**src/rtl/can_xcvr_params.svh**
```systemverilog
// constants for the transceiver mode and fault control block
`ifndef CAN_XCVR_PARAMS_SVH
`define CAN_XCVR_PARAMS_SVH
`define CLK_PERIOD_NS      100
`define WAKE_FILT_NS       500
`define WAKE_WINDOW_NS     1000000
`define DOM_TIMEOUT_NS     1000000
`define MODE_CHANGE_NS     10000
`define REG_CTRL           8'h00
`define REG_STATUS         8'h04
`define REG_TIMER          8'h08
`define AXI_OKAY           2'h0
`define AXI_SLVERR         2'h2
`endif

```
**src/rtl/can_xcvr_pkg.sv**
```systemverilog
// types for the transceiver mode and fault control block
package can_xcvr_pkg;
  typedef enum logic [2:0] {
    wk_idle, wk_dom1, wk_rec, wk_dom2, wk_done
  } wake_state_t;

  typedef struct packed {
    logic standby_n;
    logic io_uv;
    logic vcc_stby_uv;
    logic vcc_off_uv;
    logic io_off_uv;
    logic overtemp;
  } supply_flags_t;

  typedef struct packed {
    logic [2:0]   txd_s;
    logic [1:0]   stb_s;
    logic [1:0]   bus_s;
    logic [1:0]   ot_s;
    logic [1:0]   uv_s;
    logic [1:0]   io_uv_s;
    logic [1:0]   off_s;
    logic         standby;
    logic         mode_pend;
    logic [15:0]  mode_cnt;
    wake_state_t  wk;
    logic [15:0]  filt_cnt;
    logic [23:0]  win_cnt;
    logic [23:0]  dom_cnt;
    logic         dom_trip;
    logic         thermal_off;
    logic         uv_lock;
    logic         drive_dom;
    logic         rxd;
    logic         sw_force_stby;
    logic         awt;
    logic         wt;
    logic [7:0]   waddr;
    logic         bvalid;
    logic [1:0]   bresp;
    logic         rvalid;
    logic [31:0]  rdata;
    logic [1:0]   rresp;
    logic [3:0]   events;
    logic         axi_awready;
    logic         axi_wready;
    logic         axi_arready;
    logic [31:0]  rdata_out;
  } state_t;
endpackage

```
**src/rtl/can_xcvr_ctrl.sv**
```systemverilog
// mode, wake-up and fault control of a high-speed can transceiver
//
// Contract
// RULE_01 - standby input low selects normal mode, high selects standby mode.
// RULE_02 - normal mode carries transmit bits to bus and bus state to rxd.
// RULE_03 - transmit input low drives dominant, high leaves bus recessive.
// RULE_04 - in normal mode rxd is low on dominant, high on recessive.
// RULE_05 - standby disables transmitter and receiver; low-power receiver watches bus.
// RULE_06 - wake needs dominant, recessive, dominant, each at least filter time.
// RULE_07 - wake detection resets if the pattern misses the wake window.
// RULE_08 - standby rxd high until wake recognised, then follows the bus.
// RULE_09 - overtemperature indication switches the transmitter off.
// RULE_10 - during thermal shutdown reception and mode control keep working.
// RULE_11 - thermal off ends only when temperature cleared and transmit high.
// RULE_12 - transmit low beyond dominant timeout disables transmitter.
// RULE_13 - transmit rising edge resets timeout timer and clears disable.
// RULE_14 - controller keeps bit rate at or above 17 kbps.
// RULE_15 - main supply standby undervoltage forces standby mode.
// RULE_16 - io supply undervoltage also forces standby mode.
// RULE_17 - switch-off undervoltage disengages from bus until supply recovers.
// RULE_18 - after supply recovery, no dominant until transmit input went high.
// RULE_19 - undervoltage recovery takes the mode change delay.
// RULE_20 - unconnected transmit or standby input reads high.
// RULE_21 - wake detection stays alive from io supply without main supply.
// RULE_22 - standby ignores transmit input and never drives dominant.
`include "can_xcvr_params.svh"
`timescale 1ns/1ps
`default_nettype none

module can_xcvr_ctrl #(
  parameter int CLK_NS     = `CLK_PERIOD_NS,
  parameter int WAKE_FILT  = (`WAKE_FILT_NS + `CLK_PERIOD_NS - 1)
                             / `CLK_PERIOD_NS,
  parameter int WAKE_WIN   = `WAKE_WINDOW_NS / `CLK_PERIOD_NS,
  parameter int DOM_TMO    = `DOM_TIMEOUT_NS / `CLK_PERIOD_NS,
  parameter int MODE_DLY   = (`MODE_CHANGE_NS + `CLK_PERIOD_NS - 1)
                             / `CLK_PERIOD_NS
) (
  // clock and reset
  input  wire logic        aclk,
  input  wire logic        aresetn,
  // controller pins, already resolved for pull-ups by the pad
  input  wire logic        txd,
  input  wire logic        stb,
  output logic             rxd,
  // bus side: receiver level and driver request
  input  wire logic        bus_dominant,
  output logic             drive_dominant,
  output logic             standby_mode,
  // analog monitor indications
  input  wire logic        overtemp,
  input  wire logic        vcc_stby_uv,
  input  wire logic        io_uv,
  input  wire logic        off_uv,
  // axi4-lite slave
  input  wire logic [7:0]  s_axi_awaddr,
  input  wire logic        s_axi_awvalid,
  output logic             s_axi_awready,
  input  wire logic [31:0] s_axi_wdata,
  input  wire logic [3:0]  s_axi_wstrb,
  input  wire logic        s_axi_wvalid,
  output logic             s_axi_wready,
  output logic [1:0]       s_axi_bresp,
  output logic             s_axi_bvalid,
  input  wire logic        s_axi_bready,
  input  wire logic [7:0]  s_axi_araddr,
  input  wire logic        s_axi_arvalid,
  output logic             s_axi_arready,
  output logic [31:0]      s_axi_rdata,
  output logic [1:0]       s_axi_rresp,
  output logic             s_axi_rvalid,
  input  wire logic        s_axi_rready
);

  can_xcvr_pkg::state_t s;
  can_xcvr_pkg::state_t next_s;

  // saturating-free compare helper used by all timers
  function automatic logic reached(input logic [23:0] cnt, input int lim);
    reached = (cnt >= 24'(lim));
  endfunction

  // two-flop synchroniser step shared by every pin input except txd, which has its own three-stage shift
  function automatic logic [1:0] sync2(input logic [1:0] q,
                                       input logic       d);
    sync2 = {q[0], d};
  endfunction

  // a clear drops only what was held; an event raised now survives it
  function automatic logic [3:0] merge_events(input logic [3:0] held,
                                              input logic [3:0] raised,
                                              input logic [3:0] clr);
    merge_events = (held & ~clr) | raised;
  endfunction

  // status word: live flags above the sticky events
  function automatic logic [31:0] status_word(
    input can_xcvr_pkg::state_t st
  );
    status_word = {20'h00000, 4'(st.wk), st.standby, st.thermal_off,
                   st.dom_trip, st.uv_lock, st.events};
  endfunction

  logic txd_q, txd_p, bus_q, want_stby, txd_rise, txd_fall;
  logic aw_go, w_go;
  logic [3:0] ev_set;

  always_comb begin
    next_s = s;
    ev_set = 4'h0;
    // pins pass two flops; third stage only for edge detection
    next_s.txd_s   = {s.txd_s[1:0], txd};
    next_s.stb_s   = sync2(s.stb_s, stb);
    next_s.bus_s   = sync2(s.bus_s, bus_dominant);
    next_s.ot_s    = sync2(s.ot_s, overtemp);
    next_s.uv_s    = sync2(s.uv_s, vcc_stby_uv);
    next_s.io_uv_s = sync2(s.io_uv_s, io_uv);
    next_s.off_s   = sync2(s.off_s, off_uv);
    txd_q    = s.txd_s[1];
    txd_p    = s.txd_s[2];
    bus_q    = s.bus_s[1];
    txd_rise = txd_q & ~txd_p;
    txd_fall = ~txd_q & txd_p;

    // mode request; undervoltage of either supply forces standby
    want_stby = s.stb_s[1] | s.uv_s[1] | s.io_uv_s[1] | s.off_s[1]
              | s.sw_force_stby; // [RULE_01] [RULE_15] [RULE_16] [RULE_20]
    if (want_stby) begin
      next_s.standby   = 1'b1;
      next_s.mode_pend = 1'b0;
      next_s.mode_cnt  = '0;
    end else if (s.standby) begin
      // leaving standby costs the mode change delay [RULE_19]
      next_s.mode_pend = 1'b1;
      next_s.mode_cnt  = s.mode_cnt + 16'h0001;
      if (reached({8'h00, s.mode_cnt}, MODE_DLY - 1)) begin
        next_s.standby   = 1'b0;
        next_s.mode_pend = 1'b0;
        next_s.mode_cnt  = '0;
      end
    end

    // supply loss locks the driver until txd is seen high [RULE_17] [RULE_18]
    // a level release, so a txd stuck high at recovery frees at once
    if (s.off_s[1] | s.uv_s[1] | s.io_uv_s[1]) begin
      next_s.uv_lock = 1'b1;
    end else if (txd_q) begin
      next_s.uv_lock = 1'b0;
    end

    // thermal off, released only by cool and txd high [RULE_09] [RULE_11]
    if (s.ot_s[1]) begin
      next_s.thermal_off = 1'b1;
    end else if (txd_q) begin
      next_s.thermal_off = 1'b0;
    end

    // dominant timeout [RULE_12] [RULE_13]
    if (txd_rise | txd_q) begin
      next_s.dom_cnt  = '0;
      next_s.dom_trip = 1'b0;
    end else if (txd_fall) begin
      next_s.dom_cnt = 24'h000001;
    end else if (!s.dom_trip) begin
      next_s.dom_cnt = s.dom_cnt + 24'h000001;
      // trip stops the count so the timer read shows the limit reached
      if (reached(s.dom_cnt, DOM_TMO)) begin
        next_s.dom_trip = 1'b1;
      end
    end

    // driver; standby ignores txd entirely [RULE_03] [RULE_05] [RULE_22]
    next_s.drive_dom = ~txd_q & ~next_s.standby & ~next_s.thermal_off
                     & ~next_s.dom_trip & ~next_s.uv_lock
                     & ~s.off_s[1]; // [RULE_02] [RULE_10]

    // wake detector, started only from standby [RULE_06] [RULE_21]
    next_s.filt_cnt = s.filt_cnt + 16'h0001;
    next_s.win_cnt  = s.win_cnt + 24'h000001;
    unique case (s.wk)
      can_xcvr_pkg::wk_idle: begin
        next_s.win_cnt  = '0;
        next_s.filt_cnt = '0;
        if (s.standby & bus_q)
          next_s.wk = can_xcvr_pkg::wk_dom1;
      end
      can_xcvr_pkg::wk_dom1: begin
        if (!bus_q) begin
          next_s.filt_cnt = '0;
          if (reached({8'h00, s.filt_cnt}, WAKE_FILT - 1))
            next_s.wk = can_xcvr_pkg::wk_rec;
          else
            next_s.wk = can_xcvr_pkg::wk_idle;
        end
      end
      can_xcvr_pkg::wk_rec: begin
        if (bus_q) begin
          next_s.filt_cnt = '0;
          if (!reached({8'h00, s.filt_cnt}, WAKE_FILT - 1))
            next_s.filt_cnt = '0;
          else
            next_s.wk = can_xcvr_pkg::wk_dom2;
        end
      end
      can_xcvr_pkg::wk_dom2: begin
        if (!bus_q) begin
          next_s.filt_cnt = '0;
          next_s.wk = can_xcvr_pkg::wk_rec;
        end else if (reached({8'h00, s.filt_cnt}, WAKE_FILT - 1)) begin
          next_s.wk = can_xcvr_pkg::wk_done;
          ev_set[0] = 1'b1;
        end
      end
      can_xcvr_pkg::wk_done: begin
        next_s.win_cnt  = '0;
        next_s.filt_cnt = '0;
        if (!s.standby)
          next_s.wk = can_xcvr_pkg::wk_idle;
      end
    endcase
    // window expiry resets the pattern [RULE_07]
    if (s.wk != can_xcvr_pkg::wk_idle && s.wk != can_xcvr_pkg::wk_done
        && reached(s.win_cnt, WAKE_WIN)) begin
      next_s.wk = can_xcvr_pkg::wk_idle;
    end

    // receiver output [RULE_04] [RULE_08]
    if (!s.standby) begin
      next_s.rxd = ~bus_q;
    end else if (s.wk == can_xcvr_pkg::wk_done) begin
      next_s.rxd = ~bus_q;
    end else begin
      next_s.rxd = 1'b1;
    end

    // sticky events; hardware set wins over software clear
    if (next_s.dom_trip & ~s.dom_trip) begin
      ev_set[1] = 1'b1;
    end
    if (next_s.thermal_off & ~s.thermal_off) begin
      ev_set[2] = 1'b1;
    end
    if (next_s.uv_lock & ~s.uv_lock) begin
      ev_set[3] = 1'b1;
    end
    next_s.events = s.events | ev_set;

    // axi4-lite write: address and data taken in either order
    aw_go = s_axi_awvalid & ~s.awt & ~s.bvalid;
    w_go  = s_axi_wvalid & ~s.wt & ~s.bvalid;
    if (aw_go) begin
      next_s.awt   = 1'b1;
      next_s.waddr = s_axi_awaddr;
    end
    if (w_go) begin
      next_s.wt = 1'b1;
    end
    if (s.awt & s.wt) begin
      next_s.awt    = 1'b0;
      next_s.wt     = 1'b0;
      next_s.bvalid = 1'b1;
      next_s.bresp  = `AXI_OKAY;
      unique case (s.waddr)
        `REG_CTRL: begin
          if (s.rdata[31]) begin
            next_s.sw_force_stby = s.rdata[0];
          end
        end
        `REG_STATUS: begin
          if (s.rdata[31]) begin
            next_s.events = merge_events(s.events, ev_set, s.rdata[3:0]);
          end
        end
        `REG_TIMER:  ;
        default:     next_s.bresp = `AXI_SLVERR;
      endcase
    end
    if (s.bvalid & s_axi_bready) begin
      next_s.bvalid = 1'b0;
    end

    // read path; rdata doubles as the write-data holding register
    if (w_go) begin
      next_s.rdata = {s_axi_wstrb[0], 27'h0000000, s_axi_wdata[3:0]};
    end else if (s_axi_arvalid & ~s.rvalid & ~s.wt) begin
      next_s.rvalid = 1'b1;
      next_s.rresp  = `AXI_OKAY;
      unique case (s_axi_araddr)
        `REG_CTRL:   next_s.rdata = {31'h00000000, s.sw_force_stby};
        `REG_STATUS: next_s.rdata = status_word(s);
        `REG_TIMER:  next_s.rdata = {8'h00, s.dom_cnt};
        default: begin
          next_s.rdata = 32'h00000000;
          next_s.rresp = `AXI_SLVERR;
        end
      endcase
    end
    if (s.rvalid & s_axi_rready) begin
      next_s.rvalid = 1'b0;
    end

    // ready flags kept in flops so every port leaves a register;
    // they mirror the next state, so acceptance timing is unchanged
    next_s.axi_awready = ~next_s.awt & ~next_s.bvalid;
    next_s.axi_wready  = ~next_s.wt & ~next_s.bvalid;
    next_s.axi_arready = ~next_s.rvalid & ~next_s.wt;
    // read data masked while idle: rdata also holds pending write data
    if (next_s.rvalid) begin
      next_s.rdata_out = next_s.rdata;
    end else begin
      next_s.rdata_out = 32'h00000000;
    end

    // standby is the safe state out of reset
    if (!aresetn) begin
      next_s = '0;
      next_s.txd_s   = 3'h7;
      next_s.stb_s   = 2'h3;
      next_s.standby = 1'b1;
      next_s.rxd     = 1'b1;
      next_s.wk      = can_xcvr_pkg::wk_idle;
      next_s.axi_awready = 1'b1;
      next_s.axi_wready  = 1'b1;
      next_s.axi_arready = 1'b1;
    end
  end

  always_ff @(posedge aclk) begin
    s <= next_s;
  end

  // all outputs straight from state flops
  assign rxd            = s.rxd;
  assign drive_dominant = s.drive_dom;
  assign standby_mode   = s.standby;
  assign s_axi_awready  = s.axi_awready;
  assign s_axi_wready   = s.axi_wready;
  assign s_axi_bvalid   = s.bvalid;
  assign s_axi_bresp    = s.bresp;
  assign s_axi_arready  = s.axi_arready;
  assign s_axi_rvalid   = s.rvalid;
  assign s_axi_rdata    = s.rdata_out;
  assign s_axi_rresp    = s.rresp;

endmodule // can_xcvr_ctrl

`default_nettype wire

```
**config.mk**
```make
export PLATFORM = sky130hd
export DESIGN_NAME = can_xcvr_ctrl
export DESIGN_NICKNAME = d
export VERILOG_FILES = /design/src/rtl/can_xcvr_pkg.sv /design/src/rtl/can_xcvr_ctrl.sv
export VERILOG_INCLUDE_DIRS = /design/src /design/src/rtl
export SDC_FILE = /design/constraint.sdc
export NUM_CORES = 1
export LEC_CHECK = 0
export ABC_AREA = 1
export ABC_CLOCK_PERIOD_IN_PS = 2600
export BUFFER_PORTS_ARGS = -buffer_cell sky130_fd_sc_hd__buf_4
export CAP_MARGIN = 10
export CELL_PAD_IN_SITES_DETAIL_PLACEMENT = 1
export CELL_PAD_IN_SITES_GLOBAL_PLACEMENT = 1
export CORE_MARGIN = 2
export CORE_UTILIZATION = 40
export CTS_CLUSTER_SIZE = 14
export DETAILED_ROUTE_END_ITERATION = 10
export PLACE_DENSITY_LB_ADDON = 0.1
export REMOVE_ABC_BUFFERS = 1
export SYNTH_ARGS = -nofsm -noshare
export SYNTH_HDL_FRONTEND = slang
export SYNTH_SLANG_ARGS = --single-unit
```
**constraint.sdc**
```tcl
create_clock -name aclk -period 2.6 [get_ports aclk]
set_input_delay 0 -clock aclk [delete_from_list [all_inputs] [get_ports aclk]]
set_output_delay 0 -clock aclk [all_outputs]
set_load 0.02 [all_outputs]
```
==> summary.md, run 1 <==
| Metric | Value |
|---|---|
| Core Region | `20890 sq um` |
| Antenna cells | `0` |
| Top routing layer in use | `met4` |
| Slew at the pin with the worst max-slew slack | `0.8617 ns` |
| Unrepaired setup endpoints after global routing | `no` |
| Count leader, synth | `sky130_fd_sc_hd__nand2_1` |
| Source-to-sink clock delay at the later pin of the worst-skew pair | `around 0.44 ns` |
| Min-Delay Path Class | `in2reg` |
| Clock Sinks | `190` |
| Share of layout cells above drive strength 1 | `0.1413` |
| Endpoint of the most critical setup path | `s_axi_rdata[0]` |
| DIE AREA | `22350 sq um` |
| Fraction of post-synthesis cell area in the top cell type by area | `0.4492` |
| Number of flip-flops and latches in the synthesized netlist | `190` |
| Number of buffers added on ports | `76` |
| Setup slack of the critical path after layout | `0.5406 ns` |
| Number of buffers created by CTS | `17` |
| Cell at the slowest stage of the critical path | `sky130_fd_sc_hd__dlygate4sd3_1` |
| Total wire length | `roughly 21000 microns` |
| Reg-to-Reg Start | `s[85]` |
| Fraction of power consumed by sequential logic | `0.500` |
| Warnings from Yosys | `0` |
| First-iteration detailed-routing DRC count | `approximately 240` |
| Die outline width | `about 150 microns` |
| Critical path launch point type | `flip-flop` |
| Total of max-cap violations | `0` |
| Final Hold Fails | `0` |
| Synth Area per Inst | `roughly 7 sq um` |
| Data arrival time of the critical path | `2.39 ns` |
| Yosys top cell by area | `sky130_fd_sc_hd__dfxtp_1` |
| Compound-cell area share of the yosys netlist | `0.08379` |
| Part of the Yosys area used for sequential elements | `0.4492` |
| Top delay family on crit path | `buffers and inverters` |
| Clock group share of total power | `0.443` |
| Leakage power | `between 3 and 4 nW` |
| Simple-gate share of the synthesized area | `0.3223` |
| Antenna viol nets, final | `0` |
| Final TNS setup | `0 ns` |
| Int Power | `4.469 mW` |
| H-tree levels | `4` |
| Startpoint of the worst setup timing path | `s[85]` |
| CTS tree | `done` |
| Layout overhead on the synthesized area | `16.08%` |
| Netlist area before placement | `8467 sq um` |
| Post-CTS setup buffer count | `0` |
| Number of instances in the synthesized netlist | `1181` |
| Final nets | `1314` |
| Effective utilization at floorplan | `0.4053` |
| Post-synthesis share of cell area spent on full adders, half adders and majority gates | `0.01034` |
| Capturing element type of the critical path | `flip-flop` |
| Setup Slack @ Placement | `0.7810 ns` |
| Max Slew Vio Count | `0` |
| Core occupancy in the finished layout | `0.4705` |
| Fmax | `about 490 MHz` |
| Post-synth EDFFs | `0` |
| Crit path largest cell delay | `0.54 ns` |
| Clock transition at the registers of the reported paths | `roughly 0.080 ns` |
| Highest fanout seen on the critical path | `27` |
| Clock skew after layout | `0.02196 ns` |
| Half-perimeter wire length after placement | `14610 microns` |
| Ranking of synthesized cells by area | `sky130_fd_sc_hd__dfxtp_1 45%, sky130_fd_sc_hd__nand2_1 10%, sky130_fd_sc_hd__nor2_1 8.6%` |
| RD Place Congestion | `between 0.8 and 0.9` |
| Number of rows created at floorplan | `53` |
| Number of standard cells in the final layout excluding fillers | `1528` |
| Antenna violations before repair | `0` |
| Post-CTS resize count | `0` |
| Parity-gate share of the synthesized area counting xor and xnor cells | `0.009310` |
| Outcome | `finished, final reports clean` |
| Relative contribution of combinational cells to total power | `0.057` |
| Met3 routed WL | `565 microns` |
| Root buffer selected by CTS | `sky130_fd_sc_hd__clkbuf_16` |
| Final Cycle Share | `0.7921` |
| Distinct cells, synth | `43` |
| Routed via count | `7233` |
| Largest family of logic cells by synthesized area | `simple AND/OR/NAND/NOR gates` |
| Startpoint-to-endpoint class of the critical path | `reg2reg` |
| DRC violations left | `0` |
| R2r setup slk | `roughly 0.54 ns` |
| Post-layout minimum cycle time | `just over 2 ns` |
| Overall overflow remaining after global route | `0` |
| Number of global-route vias before repair | `7348` |
| Pin count of the biggest net entering global routing | `43` |
| Cell-by-cell listing of the critical path | `inv_2 > nand2_2 > buf_4 > inv_2 > a21oi_1 > nand2_1 > nand2_1 > nor2_1 > dlygate4sd3_1` |
| # setup viols final | `0` |
| Cell depth of the worst flop-to-flop path | `9` |
| Total chip power | `roughly 6 mW` |
| Number of cells on the critical path | `9` |
| Wire per inst | `13.48 microns` |
| Pwr dens | `between 600 and 700 nW/um^2` |
| Switching power summed over all nets | `around 1.5 mW` |
| Per-cell via count in the routed design | `4.734` |
| Share of synthesized registers carrying an async set or reset | `0` |
| R2r endpoint | `s_axi_rdata[0]` |
| GR Util All Layers | `0.1936` |
| Count of buffer and inverter cells on the critical path | `4` |
| Die height | `between 100 and 150 microns` |
| Count of boundary I/O pins | `110` |
| First-pass GRT wire length | `35080 microns` |
| Worst IR Drop VDD | `between 300 and 400 uV` |
| Total instance count after detailed placement | `1474` |
| List of most frequent post-synthesis cells | `229 x sky130_fd_sc_hd__nand2_1, 194 x sky130_fd_sc_hd__nor2_1, 190 x sky130_fd_sc_hd__dfxtp_1, 153 x sky130_fd_sc_hd__inv_1, 69 x sky130_fd_sc_hd__a21oi_1` |
| Critical Path RT | `2.93 ns` |
| Main flop type after synthesis | `sky130_fd_sc_hd__dfxtp_1` |
| Initial DRT Pass Iterations | `5` |
| Multiplexer share of the synthesized area | `0` |
| Bufs on Longest Clock Path | `2` |
| Wire length on met1 | `10300 microns` |
| Fraction of power spent switching nets | `0.2517` |
| Max_slew headroom | `0.4255` |
| Met2 routed wirelength | `approximately 9600 microns` |
## worst register-to-register path, stage by stage, from the launching register on
cell	delay, ns
sky130_fd_sc_hd__dfxtp_1	0.39
sky130_fd_sc_hd__inv_2	0.07
sky130_fd_sc_hd__nand2_2	0.07
sky130_fd_sc_hd__buf_4	0.27
sky130_fd_sc_hd__inv_2	0.23
sky130_fd_sc_hd__a21oi_1	0.18
sky130_fd_sc_hd__nand2_1	0.07
sky130_fd_sc_hd__nand2_1	0.08
sky130_fd_sc_hd__nor2_1	0.04
sky130_fd_sc_hd__dlygate4sd3_1	0.54
## layout by cell type (no fill, tap or decap), drive strengths merged, types with 2 or more instances in the layout
cell type	synthesis	routed
a21oi	69	69
buf	57	82
clkbuf	8	17
clkinv	0	3
conb	1	2
dfxtp	190	190
dlygate4sd3	0	23
ha	7	7
inv	168	178
nand2	235	235
nand3	56	56
nand3b	2	2
nand4	27	27
nor2	212	212
nor3	48	48
nor3b	2	2
nor4	9	9
o21a	2	2
o21ai	62	62
or2	10	10
xnor2	5	5
xor2	4	4
## power by group through the flow
stage	logic, mW	clock network (mW)	registers, mW
after global placement	0.312	0	3.05
after detailed placement	0.316	0	3.05
after CTS	0.344	2.74	2.99
final	0.340	2.65	2.99
after floorplan	0.167	0	3.06
after global routing	0.385	2.86	2.99
## layout make-up
type,instances,area [sq um]
Clock buffer,17,425.4
Clock inverter,14,166.4
Fill cell,2666,11060
Inverter,168,630.6
Multi-Input combinational cell,759,3612
Sequential cell,190,3804
Tap cell,275,344.1
Timing Repair Buffer,105,845.8
## layer usage
layer / vias to the layer above / GRT usage
li1: 3799 / -
met1: 3352 / 0.2537
met2: 72 / 0.3250
met3: 10 / 0.04268
met4: 0 / 0.04667
met5: - / 0
## kinds of logic after synthesis
family                     after synthesis
and+or+nand+nor                        603
adders and majority gates                7
other                                    1
buffers and inverters                  233
AOI/OAI and AO/OA                      138
xor gates and xnor gates                 9
DFF                                    190
## metrics by stage
step | area (sq um) | hold WS, ns
finish | 9828 | 0.05553
detailed placement | 9006 | 0.1873
CTS | 9828 | 0.03460
floorplan | 8046 | 0.08462
global route | 9828 | 0.06828
global placement | 9006 | 0.1821
## registers in the layout (all words and copies together), names as in the netlist
name            flops
bus_q               1
drive_dominant      1
rxd                 1
s                 147
s_axi_arready       1
s_axi_awready       1
s_axi_bresp         1
s_axi_bvalid        1
s_axi_rdata        32
s_axi_rresp         1
s_axi_rvalid        1
s_axi_wready        1
standby_mode        1
## worst min path at each step
stage                          from              to  slack (ns)  depth (start not counted)
finish                 s_axi_wvalid  s_axi_rresp[1]        0.06                          7
CTS                 s_axi_araddr[3]  s_axi_rresp[1]        0.03                          5
global route        s_axi_araddr[2]  s_axi_rresp[1]        0.07                          5
floorplan                   aresetn             rxd        0.08                          1
detailed placement           off_uv          s[178]        0.19                          3
global placement        vcc_stby_uv          s[182]        0.18                          3
## repair_timing
item                                    in CTS  in global routing
endpoints found under the hold margin       28                  0
endpoints found under the setup margin       0                  0
hold buffers                                23                  0
No activity file was read; power rests on OpenSTA's default activity.
==> run 2, diff against run 1 <==
- ABC_AREA: 1 -> 0
- ABC_CLOCK_PERIOD_IN_PS: 2600 -> 2100
- clock period: 2.6 -> 2.1 ns (I/O delays scaled with it)
==> run 2 against run 1 <==
Area after synthesis decreased by 9.6%. Largest cell class unchanged. Wire length decreased by 9.8%. Cell area decreased by 6.3%.
==> summary.md, run 2 <==
| Metric | Value |
|---|---|
| Outcome | `finished, final reports clean` |
| Total chip power | `7.257 mW (+22%)` |
| Routed via count | `6067 (-16%)` |
| Number of flip-flops in the largest register | `147 (unchanged)` |
| First-iteration detailed-routing DRC count | `230 (-5.7%)` |
| Leading cell types in the layout, fill and taps excluded | `189 x sky130_fd_sc_hd__dfxtp_1, 120 x sky130_fd_sc_hd__nor2_1, 115 x sky130_fd_sc_hd__buf_4` |
| Number of standard cells in the final layout excluding fillers | `1160 (-24%)` |
| Max Slew Vio Count | `0 (unchanged)` |
| Slew at the pin with the worst max-slew slack | `0.8230 ns (-0.03873 ns)` |
| Number of global-route vias before repair | `6340 (-14%)` |
| Post-CTS setup buffer count | `0 (unchanged)` |
| Clock Sinks | `190 (unchanged)` |
| Pin count of the biggest net entering global routing | `30 (-30%)` |
| Half-perimeter wire length after placement | `13160 microns (-9.9%)` |
| Total instance count after detailed placement | `1103 (-25%)` |
| Ranking of synthesized cells by area | `sky130_fd_sc_hd__dfxtp_1 50%, sky130_fd_sc_hd__nor2_1 5.9%, sky130_fd_sc_hd__buf_4 3.7%` |
| H-tree levels | `4 (unchanged)` |
| Core Region | `18770 sq um (-10%)` |
| Source-to-sink clock delay at the later pin of the worst-skew pair | `0.44 ns (about the same)` |
| Synth Area per Inst | `9.270 sq um (+29%)` |
| Per-cell via count in the routed design | `5.230 (+10%)` |
| Part of the Yosys area used for sequential elements | `0.4967 (+0.04749)` |
| Antenna cells | `0 (unchanged)` |
| Cell at the slowest stage of the critical path | `sky130_fd_sc_hd__or4_2` |
| Clock skew after layout | `0.01239 ns (-0.009567 ns)` |
| Final Cycle Share | `0.9364 (+0.1444)` |
| Count of boundary I/O pins | `110 (unchanged)` |
| Critical path launch point type | `flip-flop` |
| Highest fanout seen on the critical path | `6 (-78%)` |
| WHS | `0.04260 ns (-0.01294 ns)` |
| Initial DRT Pass Iterations | `4 (-1)` |
| Bufs on Longest Clock Path | `2 (unchanged)` |
| Number of instances in the synthesized netlist | `826 (-30%)` |
| Total of max-cap violations | `0 (unchanged)` |
| Register with the most flip-flops | `s` |
| Post-layout minimum cycle time | `1.967 ns (-0.09286 ns)` |
| Final nets | `986 (-25%)` |
| Capturing element type of the critical path | `flip-flop` |
| Layout overhead on the synthesized area | `20.23%` |
| Relative contribution of combinational cells to total power | `0.052 (-0.005)` |
| Post-synth EDFFs | `0 (unchanged)` |
| Int Power | `5.454 mW (+22%)` |
| Unrepaired setup endpoints after global routing | `no` |
| Fraction of power consumed by sequential logic | `0.509 (+0.009)` |
| Crit path largest cell delay | `0.67 ns (+0.13 ns)` |
| Worst IR Drop VDD | `557.1 uV (+51%)` |
| Netlist area before placement | `7657 sq um (-9.6%)` |
| Number of buffers created by CTS | `17 (unchanged)` |
| Main flop type after synthesis | `sky130_fd_sc_hd__dfxtp_1` |
| Number of flip-flops and latches in the synthesized netlist | `190 (unchanged)` |
| Setup slack of the critical path after layout | `0.1335 ns (-0.4071 ns)` |
| Antenna viol nets, final | `0 (unchanged)` |
| Clock transition at the registers of the reported paths | `0.07 ns (about the same)` |
| Max_slew headroom | `0.4477 (+0.02214)` |
| # setup viols final | `0 (unchanged)` |
| Startpoint-to-endpoint class of the critical path | `reg2reg` |
| DRC violations left | `0 (unchanged)` |
| Final Hold Fails | `0 (unchanged)` |
| Critical Path RT | `2.39 ns (-0.54 ns)` |
| CTS tree | `done` |
| Distinct cells, synth | `71 (+65%)` |
| Overall overflow remaining after global route | `0 (unchanged)` |
| Fraction of power spent switching nets | `0.2484 (-0.003276)` |
| GR Util All Layers | `0.1946 (+0.001021)` |
| Yosys top cell by area | `sky130_fd_sc_hd__dfxtp_1` |
| Data arrival time of the critical path | `2.25 ns (-0.14 ns)` |
| Switching power summed over all nets | `1.803 mW (+20%)` |
| Fmax | `508.5 MHz (+4.7%)` |
| Most frequent standard cell in the layout excluding fill and tap cells | `sky130_fd_sc_hd__dfxtp_1` |
| DIE AREA | `20270 sq um (-9.3%)` |
| Fraction of post-synthesis cell area in the top cell type by area | `0.4967 (+0.04749)` |
| Fillers | `2178 (-18%)` |
| Die outline width | `142.4 microns (-4.8%)` |
| First-pass GRT wire length | `31420 microns (-10%)` |
| Warnings from Yosys | `0 (unchanged)` |
| Pwr dens | `788.3 nW/um^2 (+30%)` |
| Effective utilization at floorplan | `0.4080 (+0.002669)` |
| Number of rows created at floorplan | `50 (-5.7%)` |
| Count leader, synth | `sky130_fd_sc_hd__dfxtp_1` |
| Root buffer selected by CTS | `sky130_fd_sc_hd__clkbuf_16` |
| Clock group share of total power | `0.439 (-0.004)` |
| Setup Slack @ Placement | `0.04718 ns (-0.7338 ns)` |
| RD Place Congestion | `0.7905 (-4.4%)` |
| Total wire length | `18580 microns (-9.8%)` |
| Leakage power | `3.483 nW (-12%)` |
| Share of layout cells above drive strength 1 | `0.1879 (+0.04664)` |
| Antenna violations before repair | `0 (unchanged)` |
| Die height | `142.4 microns (-4.8%)` |
| List of most frequent post-synthesis cells | `190 x sky130_fd_sc_hd__dfxtp_1, 120 x sky130_fd_sc_hd__nor2_1, 38 x sky130_fd_sc_hd__buf_4, 38 x sky130_fd_sc_hd__nand3_1, 33 x sky130_fd_sc_hd__nand2_1` |
| Min-Delay Path Class | `in2reg` |
| Share of synthesized registers carrying an async set or reset | `0 (unchanged)` |
| Wire per inst | `16.02 microns (+19%)` |
| Cell-by-cell listing of the critical path | `or4_2 > a41o_1 > a31oi_1 > o22ai_1` |
| Number of buffers added on ports | `76 (unchanged)` |
## run 2: changes by cell type in the layout (fill, tap and decap cells not counted), sizes merged, moves of 33 or more
| cell | before | now |
|---|---|---|
| a21oi | 69 | 25 |
| nor2 | 212 | 120 |
| o21ai | 62 | 16 |
| nand2 | 235 | 33 |
| inv | 178 | 33 |
| buf | 82 | 115 |
## run 2: area by class of cell
cell class	count	area, sq um	area share
clock buffers	18	439.2	0.04770
clock inverters	14	146.4	0.01590
inverters	26	97.59	0.01060
well taps	234	292.8	0.03180
repair buffers	140	1114	0.1210
multi-input cells	538	3312	0.3597
flip-flops and latches	190	3805	0.4133
## run 2: stage by stage
stage	setup TNS [ns]	area [sq um]	util
after floorplan	-4.143	7206	-
after global placement	0	8362	0.4455
after detailed placement	0	8362	0.4455
after CTS	0	9198	0.4901
after global routing	0	9206	0.4905
final	0	9206	0.4905
## run 2: routing by layer
layer  wire length (microns)  up-vias  track usage
met2                    9480       60       0.3506
met3                     469       11      0.04206
li1                        -     3031            -
met1                    8445     2965       0.2323
met5                       0        -            0
met4                     189        0      0.05836
## run 2: repair_timing
action                                 CTS  global route
gates resized for setup                  0             3
setup endpoints to repair                0             6
endpoints found under the hold margin   33             0
hold buffers                            25             0
## run 2: worst paths after layout
path	endpoint	slack (ns)	depth (start not counted)	startpoint
max	s[92]	0.13	4	s[97]
min	s[41]	0.04	4	s_axi_araddr[2]
max reg2reg	s[92]	0.13	4	s[97]
min reg2reg	s[189]	0.42	1	s[188]
## run 2: worst max-delay path: cells and delay by family, from the launching register on
kind / cells / cell delay (ns)
flip-flops: 1 / 0.36
AO/OA/AOI/OAI: 3 / 0.77
AND/OR/NAND/NOR: 1 / 0.67
## run 2: logic make-up (layout without fill, tap and decap cells)
group / count (synthesis) / in the layout / synth area share
flip-flops: 190 / 190 / 0.4967
other: 1 / 2 / 0.0004897
AO/OA/AOI/OAI: 121 / 121 / 0.1114
buffers and inverters: 99 / 198 / 0.07222
adder cells (fa/ha/maj): 7 / 7 / 0.01144
multiplexers: 18 / 18 / 0.02402
AND/OR/NAND/NOR: 354 / 354 / 0.2425
XOR/XNOR: 36 / 36 / 0.04118
## run 2: power by group through the flow
stage	sequential [mW]	combinational, mW	clock [mW]
final	3.69	0.378	3.19
after global routing	3.70	0.415	3.43
after CTS	3.69	0.380	3.27
after detailed placement	3.77	0.342	0
after global placement	3.77	0.333	0
after floorplan	3.78	0.154	0
